===== config.mk =====
export PLATFORM = sky130hd
export DESIGN_NAME = csrc_clock_source_routing
export DESIGN_NICKNAME = d
export VERILOG_FILES = /design/src/csrc_pkg.sv /design/src/csrc_commit_stage.sv /design/src/csrc_clock_source_routing.sv
export VERILOG_INCLUDE_DIRS = /design/src
export SDC_FILE = /design/constraint.sdc
export NUM_CORES = 1
export LEC_CHECK = 0
export ABC_AREA = 0
export ABC_CLOCK_PERIOD_IN_PS = 2600
export BUFFER_PORTS_ARGS = -buffer_cell sky130_fd_sc_hd__buf_2
export CORE_MARGIN = 2
export CORE_UTILIZATION = 49
export CTS_CLUSTER_SIZE = 40
export DETAILED_ROUTE_END_ITERATION = 8
export HOLD_SLACK_MARGIN = 0.12
export PLACE_DENSITY = 0.79
export SETUP_SLACK_MARGIN = 0.3
export SLEW_MARGIN = 10
export SYNTH_ARGS = -nofsm -noshare
export SYNTH_HDL_FRONTEND = slang
export SYNTH_SLANG_ARGS = --single-unit
export TNS_END_PERCENT = 30

===== constraint.sdc =====
create_clock -name clk -period 2.6 [get_ports clk]
set_input_delay 0.65 -clock clk [delete_from_list [all_inputs] [get_ports clk]]
set_output_delay 0.65 -clock clk [all_outputs]
set_load 0.02 [all_outputs]

===== src/csrc_defs.svh =====
/*
 * offsets, field positions, reset values and counts of the clock source
 * routing block. assumes inclusion by its bare name from the package and
 * the testbench.
 */
`ifndef CSRC_DEFS_SVH
`define CSRC_DEFS_SVH

// ****************************************
// register indexes, byte address is 4x
// ****************************************
`define CSRC_IDX_PLL 10'h010
`define CSRC_IDX_CAL 10'h018
`define CSRC_IDX_DIV 10'h1E0
`define CSRC_IDX_SRC 10'h1E1
`define CSRC_IDX_UPD 10'h232
`define CSRC_IDX_STAT 10'h233

// ****************************************
// field positions
// ****************************************
`define CSRC_PWR_MSB 1
`define CSRC_PWR_LSB 0
`define CSRC_PFD_BIT 7
`define CSRC_CAL_BIT 0
`define CSRC_DIV_MSB 2
`define CSRC_DIV_LSB 0
`define CSRC_BYP_BIT 0
`define CSRC_SRC_BIT 1
`define CSRC_UPD_BIT 0

// ****************************************
// reset values and codes
// ****************************************
`define CSRC_RST_PLL 8'h01
`define CSRC_RST_CAL 8'h00
`define CSRC_RST_DIV 8'h02
`define CSRC_RST_SRC 8'h00
`define CSRC_PWR_ON 2'b00
`define CSRC_PWR_ASYNC_DOWN 2'b01
`define CSRC_DIV_CODE_MAX 3'h4
`define CSRC_DIV_MIN 3'h2
`define CSRC_RESP_OKAY 2'b00
`define CSRC_RESP_SLVERR 2'b10

// ****************************************
// timing counts
// ****************************************
`define CSRC_CAL_CYCLES 8'h40

`endif


===== src/csrc_pkg.sv =====
/*
 * types and helpers of the clock source routing block.
 * assumes csrc_defs.svh is on the include path.
 */
`include "csrc_defs.svh"

package csrc_pkg;

    // ****************************************
    // routing fields that wait for commit
    // ****************************************
    typedef struct packed {
        logic bypassDiv;
        logic srcVco;
        logic [2:0] divCode;
        logic calReq;
    } csrc_route_type;

    // ****************************************
    // calibration state
    // ****************************************
    typedef enum logic [1:0] {
        CAL_IDLE,
        CAL_RUN
    } csrc_cal_state_type;

    typedef struct packed {
        logic calBusy;
        logic calDone;
    } csrc_cal_stat_type;

    // ratio from code; codes beyond 4 saturate at divide-by-6
    function automatic logic [2:0] csrc_div_ratio(input logic [2:0] code);
        logic [2:0] c;
        c = (code > `CSRC_DIV_CODE_MAX) ? `CSRC_DIV_CODE_MAX : code;
        csrc_div_ratio = c + `CSRC_DIV_MIN;
    endfunction : csrc_div_ratio

endpackage : csrc_pkg


===== src/csrc_commit_stage.sv =====
/*
 * active copy of the staged routing fields and the vco calibration run.
 * assumes a one-cycle commit pulse from the register slave.
 */
`timescale 1ns/1ns

module csrc_commit_stage (
    // clock and reset
    input wire logic clk,
    input wire logic rst,
    // staged side
    input wire csrc_pkg::csrc_route_type staged,
    input wire logic commit,
    // active side
    output csrc_pkg::csrc_route_type active,
    output logic calStart,
    output csrc_pkg::csrc_cal_stat_type calStat
);
    import csrc_pkg::*;

    csrc_cal_state_type calState;
    logic [7:0] calCount;
    logic calEdge;

    // only a 0 to 1 step of the committed bit starts a run
    assign calEdge = commit && staged.calReq && !active.calReq;

    // ****************************************
    // active copy
    // ****************************************
    always_ff @(posedge clk) begin
        if (rst) begin
            active <= '{bypassDiv: 1'b0, srcVco: 1'b0,
                        divCode: 3'(`CSRC_RST_DIV), calReq: 1'b0};
        end else if (commit) begin
            active <= staged;
        end
    end

    // ****************************************
    // calibration run
    // ****************************************
    always_ff @(posedge clk) begin
        if (rst) begin
            calState <= CAL_IDLE;
            calCount <= 8'h00;
            calStart <= 1'b0;
            calStat <= '0;
        end else begin
            calStart <= calEdge;
            case (calState)
                CAL_IDLE: begin
                    if (calEdge) begin
                        calState <= CAL_RUN;
                        calCount <= `CSRC_CAL_CYCLES;
                        calStat <= '{calBusy: 1'b1, calDone: 1'b0};
                    end
                end
                CAL_RUN: begin
                    // a second request while running is dropped
                    if (calCount == 8'h01) begin
                        calState <= CAL_IDLE;
                        calStat <= '{calBusy: 1'b0, calDone: 1'b1};
                    end
                    calCount <= calCount - 8'h01;
                end
                default: begin
                    calState <= CAL_IDLE;
                end
            endcase
        end
    end

endmodule : csrc_commit_stage


===== src/csrc_clock_source_routing.sv =====
/*
 * register slave and routing controls of the clock source block.
 * assumes an axi4-lite master on clk, one write and one read at a time.
 */
// Added by the designer: register access over AXI4-Lite.
// What this block does
// - reset state: pll async down, divide-by-4, divider used, external clock selected
// - power-up and reset both restore those defaults over any programming
// - divider ratios 2 to 6 only, never below 2 when used
// - external input with pll on feeds the prescaler directly
// - external input selected keeps the internal vco powered off
// - power field 00b runs the pll, 01b powers it down
// - route bit 0 cleared feeds distribution from the vco divider
// - route bit 0 set bypasses the vco divider
// - route bit 1 cleared selects the external clock input
// - route bit 1 set selects the internal vco
// - polarity bit 0 positive, 1 negative; host matches its vco
// - calibration starts on committed 0 then 1 of the calibration bit
`timescale 1ns/1ns

module csrc_clock_source_routing (
    // clock and reset
    input wire logic clk,
    input wire logic rst,
    // axi4-lite write address
    input wire logic [11:0] awaddr,
    input wire logic awvalid,
    output logic awready,
    // axi4-lite write data
    input wire logic [31:0] wdata,
    input wire logic [3:0] wstrb,
    input wire logic wvalid,
    output logic wready,
    // axi4-lite write response
    output logic [1:0] bresp,
    output logic bvalid,
    input wire logic bready,
    // axi4-lite read address
    input wire logic [11:0] araddr,
    input wire logic arvalid,
    output logic arready,
    // axi4-lite read data
    output logic [31:0] rdata,
    output logic [1:0] rresp,
    output logic rvalid,
    input wire logic rready,
    // pll controls
    output logic pllPowerDown,
    output logic pfdNegative,
    // routing controls
    output logic srcInternalVco,
    output logic vcoPowerOn,
    output logic divBypass,
    output logic [2:0] vcoDivRatio,
    output logic prescalerFromExtVco,
    // calibration
    output logic calStart,
    output logic calBusy
);
    import csrc_pkg::*;

    // ****************************************
    // register storage
    // ****************************************
    logic [7:0] pllReg;
    logic [7:0] calReg;
    logic [7:0] divReg;
    logic [7:0] srcReg;
    logic commitPulse;

    // ****************************************
    // bus state
    // ****************************************
    logic awHeld;
    logic wHeld;
    logic [9:0] wrIndex;
    logic [7:0] wrByte;
    logic wrLane0;
    logic doWrite;
    logic wrMapped;
    logic [9:0] rdIndex;

    csrc_route_type staged;
    csrc_route_type active;
    csrc_cal_stat_type calStat;

    // ****************************************
    // write channel handshakes
    // ****************************************
    // address and data held until both are in, response blocks new ones
    assign awready = !awHeld && !bvalid;
    assign wready = !wHeld && !bvalid;
    assign doWrite = awHeld && wHeld;
    assign arready = !rvalid;

    always_ff @(posedge clk) begin
        if (rst) begin
            awHeld <= 1'b0;
            wrIndex <= 10'h000;
        end else if (awvalid && awready) begin
            awHeld <= 1'b1;
            wrIndex <= awaddr[11:2];
        end else if (doWrite) begin
            awHeld <= 1'b0;
        end
    end

    always_ff @(posedge clk) begin
        if (rst) begin
            wHeld <= 1'b0;
            wrByte <= 8'h00;
            wrLane0 <= 1'b0;
        end else if (wvalid && wready) begin
            wHeld <= 1'b1;
            wrByte <= wdata[7:0];
            wrLane0 <= wstrb[0];
        end else if (doWrite) begin
            wHeld <= 1'b0;
        end
    end

    // ****************************************
    // write decode
    // ****************************************
    function automatic logic csrc_is_writable(input logic [9:0] idx);
        csrc_is_writable = (idx == `CSRC_IDX_PLL) || (idx == `CSRC_IDX_CAL) ||
                           (idx == `CSRC_IDX_DIV) || (idx == `CSRC_IDX_SRC) ||
                           (idx == `CSRC_IDX_UPD);
    endfunction : csrc_is_writable

    assign wrMapped = csrc_is_writable(wrIndex);

    always_ff @(posedge clk) begin
        if (rst) begin
            bvalid <= 1'b0;
        end else if (doWrite) begin
            bvalid <= 1'b1;
        end else if (bready) begin
            bvalid <= 1'b0;
        end
    end

    // unmapped and read-only targets answer with an error
    always_ff @(posedge clk) begin
        if (rst) begin
            bresp <= `CSRC_RESP_OKAY;
        end else if (doWrite) begin
            bresp <= wrMapped ? `CSRC_RESP_OKAY : `CSRC_RESP_SLVERR;
        end
    end

    // ****************************************
    // pll power and polarity, immediate effect
    // ****************************************
    always_ff @(posedge clk) begin
        if (rst) begin
            pllReg <= `CSRC_RST_PLL;
        end else if (doWrite && wrLane0 && wrIndex == `CSRC_IDX_PLL) begin
            pllReg <= wrByte;
        end
    end

    // ****************************************
    // staged fields, held until commit
    // ****************************************
    always_ff @(posedge clk) begin
        if (rst) begin
            calReg <= `CSRC_RST_CAL;
        end else if (doWrite && wrLane0 && wrIndex == `CSRC_IDX_CAL) begin
            calReg <= {7'h00, wrByte[`CSRC_CAL_BIT]};
        end
    end

    always_ff @(posedge clk) begin
        if (rst) begin
            divReg <= `CSRC_RST_DIV;
        end else if (doWrite && wrLane0 && wrIndex == `CSRC_IDX_DIV) begin
            divReg <= {5'h00, wrByte[`CSRC_DIV_MSB:`CSRC_DIV_LSB]};
        end
    end

    always_ff @(posedge clk) begin
        if (rst) begin
            srcReg <= `CSRC_RST_SRC;
        end else if (doWrite && wrLane0 && wrIndex == `CSRC_IDX_SRC) begin
            srcReg <= {6'h00, wrByte[`CSRC_SRC_BIT], wrByte[`CSRC_BYP_BIT]};
        end
    end

    // update bit self-clears, so it always reads back 0
    always_ff @(posedge clk) begin
        if (rst) begin
            commitPulse <= 1'b0;
        end else begin
            commitPulse <= doWrite && wrLane0 && wrIndex == `CSRC_IDX_UPD &&
                           wrByte[`CSRC_UPD_BIT];
        end
    end

    assign staged = '{bypassDiv: srcReg[`CSRC_BYP_BIT],
                      srcVco: srcReg[`CSRC_SRC_BIT],
                      divCode: divReg[`CSRC_DIV_MSB:`CSRC_DIV_LSB],
                      calReq: calReg[`CSRC_CAL_BIT]};

    csrc_commit_stage i_csrc_commit_stage (
        .clk(clk),
        .rst(rst),
        .staged(staged),
        .commit(commitPulse),
        .active(active),
        .calStart(calStart),
        .calStat(calStat)
    );

    // ****************************************
    // routing outputs from active fields and the pll register
    // ****************************************
    always_ff @(posedge clk) begin
        if (rst) begin
            pllPowerDown <= 1'b1;
        end else begin
            // codes other than 00b keep the pll down, the safe reading
            pllPowerDown <= pllReg[`CSRC_PWR_MSB:`CSRC_PWR_LSB] != `CSRC_PWR_ON;
        end
    end

    always_ff @(posedge clk) begin
        if (rst) begin
            pfdNegative <= 1'b0;
        end else begin
            pfdNegative <= pllReg[`CSRC_PFD_BIT];
        end
    end

    always_ff @(posedge clk) begin
        if (rst) begin
            srcInternalVco <= 1'b0;
            vcoPowerOn <= 1'b0;
        end else begin
            srcInternalVco <= active.srcVco;
            vcoPowerOn <= active.srcVco;
        end
    end

    always_ff @(posedge clk) begin
        if (rst) begin
            divBypass <= 1'b0;
            vcoDivRatio <= csrc_div_ratio(3'(`CSRC_RST_DIV));
        end else begin
            divBypass <= active.bypassDiv;
            vcoDivRatio <= csrc_div_ratio(active.divCode);
        end
    end

    // the external vco feeds the prescaler only while the pll runs
    always_ff @(posedge clk) begin
        if (rst) begin
            prescalerFromExtVco <= 1'b0;
        end else begin
            prescalerFromExtVco <= !active.srcVco &&
                pllReg[`CSRC_PWR_MSB:`CSRC_PWR_LSB] == `CSRC_PWR_ON;
        end
    end

    assign calBusy = calStat.calBusy;

    // ****************************************
    // read channel
    // ****************************************
    assign rdIndex = araddr[11:2];

    always_ff @(posedge clk) begin
        if (rst) begin
            rvalid <= 1'b0;
        end else if (arvalid && arready) begin
            rvalid <= 1'b1;
        end else if (rready) begin
            rvalid <= 1'b0;
        end
    end

    always_ff @(posedge clk) begin
        if (rst) begin
            rdata <= 32'h0000_0000;
            rresp <= `CSRC_RESP_OKAY;
        end else if (arvalid && arready) begin
            rresp <= `CSRC_RESP_OKAY;
            case (rdIndex)
                `CSRC_IDX_PLL: rdata <= {24'h00_0000, pllReg};
                `CSRC_IDX_CAL: rdata <= {24'h00_0000, calReg};
                `CSRC_IDX_DIV: rdata <= {24'h00_0000, divReg};
                `CSRC_IDX_SRC: rdata <= {24'h00_0000, srcReg};
                `CSRC_IDX_UPD: rdata <= 32'h0000_0000;
                `CSRC_IDX_STAT: begin
                    rdata <= {24'h00_0000, active.divCode, active.bypassDiv,
                              active.srcVco, pllPowerDown,
                              calStat.calDone, calStat.calBusy};
                end
                default: begin
                    rdata <= 32'h0000_0000;
                    rresp <= `CSRC_RESP_SLVERR;
                end
            endcase
        end
    end

endmodule : csrc_clock_source_routing


# ---- After elaboration in Yosys (flattened, before gate mapping)
# Index checks and enable logic that the tools add are counted.
dict set report word_totals {
  regBits 101
  input_bits 67
  output_inout_bits 52
  word_cells 105
}
dict set report classes {
  addsub 2
  order_cmp 1
  eq_ne 15
  n_mux 19
  reduce_logical 38
}
# operator count
set op_table {}
lappend op_table {{$eq A10 B5 Y1 const B} 4}
lappend op_table {{$eq A10 B9 Y1 const B} 4}
lappend op_table {{$pmux W8 S5} 1}
lappend op_table {{$eq A10 B10 Y1 const B} 3}
lappend op_table {{$logic_and A1 B1 Y1} 16}
lappend op_table {{$pmux W8 S2} 1}
lappend op_table {{$mux W2} 6}
lappend op_table {{$reduce_bool A2 Y1} 6}
lappend op_table {{$eq A8 B1 Y1 const B} 1}
lappend op_table {{$mux W8} 1}
lappend op_table {{$pmux W2 S2} 2}
lappend op_table {{$sub A8 B1 Y8 const B} 1}
lappend op_table {{$mux W1} 7}
lappend op_table {{$logic_not A1 Y1} 6}
lappend op_table {{$reduce_or A6 Y1} 1}
lappend op_table {{$logic_not A2 Y1} 2}
lappend op_table {{$logic_or A1 B1 Y1} 4}
lappend op_table {{$ne A2 B1 Y1 const B} 2}
lappend op_table {{$reduce_and A2 Y1} 2}
lappend op_table {{$add A3 B2 Y3 const B} 1}
lappend op_table {{$gt A3 B3 Y1 const B} 1}
lappend op_table {{$mux W3} 1}
lappend op_table {{$reduce_and A3 Y1} 1}
lappend op_table {{$eq A2 B1 Y1 const B} 1}

# ---- Longest topological paths before layout
# Gate-level depths: netlist (run 1).
dict set report depth {
  depth_word 6
  depth_mapped 5
  mapped_depth_nobuf 5
}

# ---- Modules after synthesis
# Synthesis (run 1) repeated with hierarchy kept, for this count alone.
dict set report hier_totals {
  hier_cells 369
  area_unflattened_um2 3238.1
}
# mod n_inst cells_per_inst area_each_um2 seq_area_each_um2
set by_module_without_submodules {}
lappend by_module_without_submodules {csrc_clock_source_routing 1 287 2458.6 1121.1}
lappend by_module_without_submodules {csrc_commit_stage 1 82 779.5 340.3}

# ---- Worst setup path before layout (run 1)
# Ideal clock, no wire load.
dict set report synth_timing {
  path_kind {input to register}
  from {input port araddr[5]}
  to {register rdata[1]}
  setup_ns 0.079
  arrival_time_ns 2.048
  t_required_ns 2.521
  slack_ns 0.473
  cell_stages 4
  n_path_buf 0
  cell_sequence {or4b_1 > nor4_1 > a22oi_1 > a22oi_1}
}
dict set report synth_between {
  elab_chain_len 2
  elab_cells_between_ends 6
  cone_classes {5 x eq/ne; 1 x mux}
}
# item line_no
set synth_lines {}
lappend synth_lines {{start, declared} csrc_clock_source_routing.sv:39} ;# input wire logic [11:0] araddr,
lappend synth_lines {{$eq A10 B10 Y1, or another cell as far along} csrc_clock_source_routing.sv:288} ;# case (rdIndex)
lappend synth_lines {{$pmux W8 S5 (*)} csrc_clock_source_routing.sv:288}
lappend synth_lines {{end signal, assigned} csrc_clock_source_routing.sv:289} ;# `CSRC_IDX_PLL: rdata <= {24'h00_0000, pllReg};
lappend synth_lines {{end signal, assigned} csrc_clock_source_routing.sv:290} ;# `CSRC_IDX_CAL: rdata <= {24'h00_0000, calReg};
lappend synth_lines {{end signal, assigned} csrc_clock_source_routing.sv:291} ;# `CSRC_IDX_DIV: rdata <= {24'h00_0000, divReg};
lappend synth_lines {{end, declared} csrc_clock_source_routing.sv:43} ;# output logic [31:0] rdata,
# Mark *: on every way between the ends. The rest lies on a longest branch, timed or not.
# A chain may end at the register's enable or synchronous reset.

==> results of run 1 <==
[critical path, stage by stage, from the launching register on]
cell and delay [ns]:
dfxtp_1 0.48, or4b_2 0.69, nor4b_1 0.39, mux2_2 0.38
nor2_1 0.07
[worst max path at each step]
stage | end | slack (ns) | cells after the start
global placement | rresp[1] | 0.51 | 5
finish | i_csrc_commit_stage.calCount[7] | 0.52 | 4
detailed placement | rresp[1] | 0.49 | 5
global route | i_csrc_commit_stage.calCount[7] | 0.39 | 4
floorplan | rdata[1] | 0.47 | 4
CTS | i_csrc_commit_stage.calCount[7] | 0.48 | 4
[metrics by stage]
| step | power, mW | hold slack, ns |
|---|---|---|
| after floorplan | 1.35 | 0.420 |
| after global placement | 1.38 | 0.442 |
| after detailed placement | 1.39 | 0.442 |
| after CTS | 2.32 | 0.461 |
| after global routing | 2.38 | 0.480 |
| final | 2.30 | 0.458 |
[cells in the final DEF (no fill, tap or decap), drive strengths merged, types with 2 or more instances in the layout]
master	Yosys	routed
nand2	68	68
buf	27	66
or4	3	3
or4b	3	3
a21oi	39	39
mux2	4	4
a311oi	2	2
and2	3	3
dfxtp	73	73
nor4	7	7
clkbuf	12	10
or3	4	4
conb	1	26
nand4	3	3
a32o	2	2
nor3	5	5
a22oi	9	9
nand2b	8	8
inv	10	14
nand3	9	9
o21ai	14	14
nand4b	2	2
and3	3	3
ha	2	2
nor2	18	18
a221oi	2	2
mux2i	13	13
or2	2	2
nor3b	2	2
nor2b	12	12
[final cells by class]
cell class                      instances  area, sq um
Clock inverter                          6         72.6
Fill cell                             572         2620
Inverter                               10         37.5
Tap cell                               77         96.3
Sequential cell                        73         1460
Clock buffer                           10          138
Multi-Input combinational cell        278         1580
Timing Repair Buffer                   66          343
[power by group through the flow]
stage	sequential [mW]	clock [mW]	combinational (mW)
2_1_floorplan	1.19	0	0.162
3_3_place_gp	1.19	0	0.192
3_5_place_dp	1.19	0	0.196
4_1_cts	1.17	0.953	0.197
5_1_grt	1.17	0.991	0.221
6_report	1.17	0.940	0.196
[kinds of logic after synthesis]
kind of cell	share of synthesized area
other	0.00116
buffers and inverters	0.0883
flip-flops	0.452
multiplexers	0.0554
AND/OR/NAND/NOR	0.259
AO/OA/AOI/OAI	0.136
adder cells (fa/ha/maj)	0.00774
[sequential cells by signal, indices dropped and copies added, names as in the netlist, 2 cells and up]
| signal | flops |
|---|---|
| divReg | 3 |
| i_csrc_commit_stage.active | 6 |
| i_csrc_commit_stage.calCount | 8 |
| i_csrc_commit_stage.calStat | 2 |
| pllReg | 8 |
| rdata | 8 |
| srcReg | 2 |
| vcoDivRatio | 3 |
| wrByte | 8 |
| wrIndex | 10 |
[metal layers]
layer / share of wire / wire [um]
met1: 0.44 / 2950
met2: 0.48 / 3210
met3: 0.061 / 408
met4: 0.020 / 131
met5: 0 / 0
==> results.cfg, run 1 <==
[die]
core-area_sq_um = 6350
pin_count = 119
fp-row-count = 29
die_w_um = 85.2
dieArea_sq_um = 7260
die_h_um = 85.2
initial_core_util = 0.509

[drt]
wire_per_inst_um = 12.9
route.vias.total = 2734
routed_wl_um = 6700
drc = 0
vias_per_cell = 5.26
first_pass_iters = 4
drt-initial-drc-count = 113
ant_nets = 0

[sta]
hold_violations = 0
layout_setup_ws_ns = 0.520
fin_worst_skew_ns = 0.00792
max_slew_margin = 0.637
rsz0062_at_grt = no
fin_setup_tns_ns = 0
setup_viol = 0
min_period_ns = 2.08
fin_crit_sh = 0.800
fmax_mhz = 481
worst_pin_slew_ns = 0.539
slew_violations = 0

[grt]
grt-ovfl-total = 0
grt_pass1_vias = 2547
track_usage = 0.191
met1_usage = 0.235
grt_pass1_wl_um = 11200
grt_max_degree = 39
grt_util_met2 = 0.325
grt_use_met3 = 0.0340
top_usage_layer = met2
antenna_found_initial = 0

[power_and_ir_drop]
p_int_mw = 1.69
p_clk_frac = 0.408
pwr-share-seq = 0.507
switchingPower_uw = 614
power_leakage_nw = 1.46
swShare = 0.267
ir_drop_uv = 378
powerDensity_nw_per_um2 = 618
pwr-share-comb = 0.085

[setup_path]
path_class = reg2reg
cp_max_fo = 9
required_ns = 2.89
reg2reg_slack_ns = 0.52
crit_path_start = i_csrc_commit_stage.calStat[1]
end_kind = flip-flop
timing.rr.start = i_csrc_commit_stage.calStat[1]
r2r_cells = 4
cp-start-kind = flip-flop
crit-reg2reg-capture = i_csrc_commit_stage.calCount[7]
cp.arrival_ns = 2.37

[status]
status = complete, no violations

[placed_design]
place_ws_ns = 0.491
postPlaceCellArea_sq_um = 3520
dp.cells = 504
place_congestion = 0.798
hpwl_um = 4850
port-buffer-count = 61

[clocking]
htree_num_levels = 3
post_cts_buffers = 0
clk_path_buf_depth = 2
post_cts_resized = 0
numClockSinks = 73
cts_tree = done
clkTransAtPathRegs_ns = 0.08
clk_latency_ns = 0.35
cts_root_buf = clkbuf_8
cts_made_buffers = 9
cts_hold_buf = 0

[min_path]
hold_start = wrByte[6]
min_path_cells = 2
hold_path_end = wrByte[6]
holdCritPathClass = reg2reg

[logic_synthesis]
synthTopCellsByCount = dfxtp_1, nand2_1, a21oi_1
synthFlopType = dfxtp_1
synthCells = 375
synthArstFlopShare = 0
yosysMostFrequentCell = dfxtp_1
yosysUniqueCellTypes = 49
synth-edff-count = 0
yosysTopAreaCellShare = 0.452
synth_seq_area_share = 0.452
ys_ff_latch = 73
synthTopCellsByArea = dfxtp_1, nand2_1, buf_4, a21oi_1, mux2i_1
yosysTopAreaCell = dfxtp_1
syn_area_sq_um = 3230
synth_warnings = 0
avgSynthCellArea_sq_um = 8.62

[final_layout]
post-route-util = 0.587
drive_gt1_frac = 0.221
final_cell_count_no_fill = 520
antenna-diode-count = 0
area_growth_pct = 15.3
nets = 507
fin_area_sq_um = 3730

[flow_run]
maxCapViolCount = 0
Power figures use the tool's default switching activity.
==> inputs of run 2 (changes only) <==
ABC_CLOCK_PERIOD_IN_PS = 1800   (was 2600)
CORE_UTILIZATION = 44   (was 49)
PLACE_DENSITY = 0.75   (was 0.79)
clock period = 1.8 ns   (was 2.6 ns; I/O delays follow)
==> run 2 against run 1 <==
Against the previous run:
- the flow now finishes with violations (negative setup slack)
- power rose by 45%
- fmax increased by 11%
- core utilization shrank 1.0 points
- wire length up 13%
- clock power rose by 39%
- global-route usage hardly changed
- clock skew up 0.0015 ns
- critical endpoint is now pllReg[7]
- largest power group unchanged
- highest routed layer unchanged
==> results.cfg, run 2 (synthesized netlist as in run 1, its figures left out) <==
[clocking]
cts_root_buf = clkbuf_8
cts_made_buffers = 9
clkTransAtPathRegs_ns = 0.08
numClockSinks = 73
htree_num_levels = 3
clk_latency_ns = 0.34
clk_path_buf_depth = 2
cts_tree = done

[drt]
drc = 0
route.vias.total = 2846
routed_wl_um = 7550
ant_nets = 0
drt-initial-drc-count = 94
first_pass_iters = 4
wire_per_inst_um = 13.5
vias_per_cell = 5.10

[power_and_ir_drop]
powerDensity_nw_per_um2 = 809
ir_drop_uv = 399
power_leakage_nw = 1.63
total_power_mw = 3.35

[grt]
met1_usage = 0.226
grt_use_met3 = 0.0419
antenna_found_initial = 0
track_usage = 0.191
grt_max_degree = 60
top_usage_layer = met2
grt_util_met2 = 0.319
grt_pass1_vias = 2862
grt_pass1_wl_um = 12600
grt-ovfl-total = 0

[final_layout]
nets = 523
drive_gt1_frac = 0.312
final_common_cell = nand2_1
antenna-diode-count = 0
largest_reg_flops = 10
layout_common_cells = nand2_1, dfxtp_1, buf_2, a21oi_1, conb_1
regMostFlops = wrIndex
area_growth_pct = 28.0
fill_cells = 650

[die]
dieArea_sq_um = 8050
initial_core_util = 0.450
die_h_um = 89.7
fp-row-count = 31
pin_count = 119
die_w_um = 89.7
core-area_sq_um = 7180

[sta]
fin_setup_tns_ns = -0.421
fin_crit_sh = 1.04
min_period_ns = 1.88
worst_pin_slew_ns = 0.542
setup_viol = 9
fin_worst_skew_ns = 0.00941
layout_setup_ws_ns = -0.0757
rsz0062_at_grt = yes
slew_violations = 0
fmax_mhz = 533
hold_violations = 0
max_slew_margin = 0.637

[setup_path]
required_ns = 2.02
path_class = reg2reg
cp-start-kind = flip-flop
cp.arrival_ns = 2.10
r2r_cells = 4
end_kind = flip-flop
reg2reg_slack_ns = -0.08
cp_max_fo = 4

[min_path]
holdCritPathClass = in2reg
min_path_cells = 3

[status]
status = finished, violations left
violations = negative setup slack

[flow_run]
maxCapViolCount = 0

[placed_design]
place_congestion = 0.852
hpwl_um = 5240
port-buffer-count = 61
## run 2: changes by cell type in the layout (fill, tap and decap cells not counted), sizes merged
cell      previous run  this run
buf                 66        82
clkinv               0         1
clkbuf              10        14
inv                 14        10
clkinvlp             1         0
## run 2: critical path, stage by stage, from the launching register on
cell and delay, ns:
dfxtp_2 0.32, or4b_4 0.53, or3_4 0.38, nor3_4 0.21, mux2_4 0.32
## run 2: timing repair
item                                    CTS  global route
endpoints found under the setup margin   23            28
buffers inserted                          1             0
gates resized for setup                  24            25
hold buffers                              0             0
endpoints found under the hold margin     0             0
pin swaps                                18            24
## run 2: power by group
part / switching (mW) / total [mW] / internal, mW
logic: 0.218 / 0.347 / 0.129
clock network: 0.557 / 1.31 / 0.753
registers: 0.0340 / 1.69 / 1.65
## run 2: worst paths after layout
kind	start	to
max	wrIndex[6]	pllReg[7]
min	awaddr[8]	wrIndex[6]
max reg2reg	wrIndex[6]	pllReg[7]
min reg2reg	rdata[4]	rdata[4]
## run 2: routing by layer
metal	up-vias	part of all wire
met3	21	0.048
li1	1416	-
met1	1324	0.43
met5	-	0
met2	85	0.49
met4	0	0.027
## run 2: final cells by class
cell class	instances	area [sq um]	share of cell area
Inverter	10	37.5	0.00907
Tap cell	99	124	0.0299
Clock buffer	14	173	0.0417
Clock inverter	2	35.0	0.00847
Timing Repair Buffer	82	528	0.128
Multi-Input combinational cell	278	1770	0.428
Sequential cell	73	1470	0.356
## run 2: stage by stage
stage | worst slack, ns | util | instance area [sq um] | hold slack [ns] | instances
floorplan | -0.176 | - | 3380 | 0.420 | 400
global placement | -0.129 | 0.518 | 3720 | 0.442 | 541
detailed placement | -0.179 | 0.518 | 3720 | 0.450 | 541
CTS | -0.0908 | 0.563 | 4040 | 0.342 | 558
global route | -0.124 | 0.577 | 4140 | 0.340 | 558
finish | -0.0757 | 0.577 | 4140 | 0.344 | 558
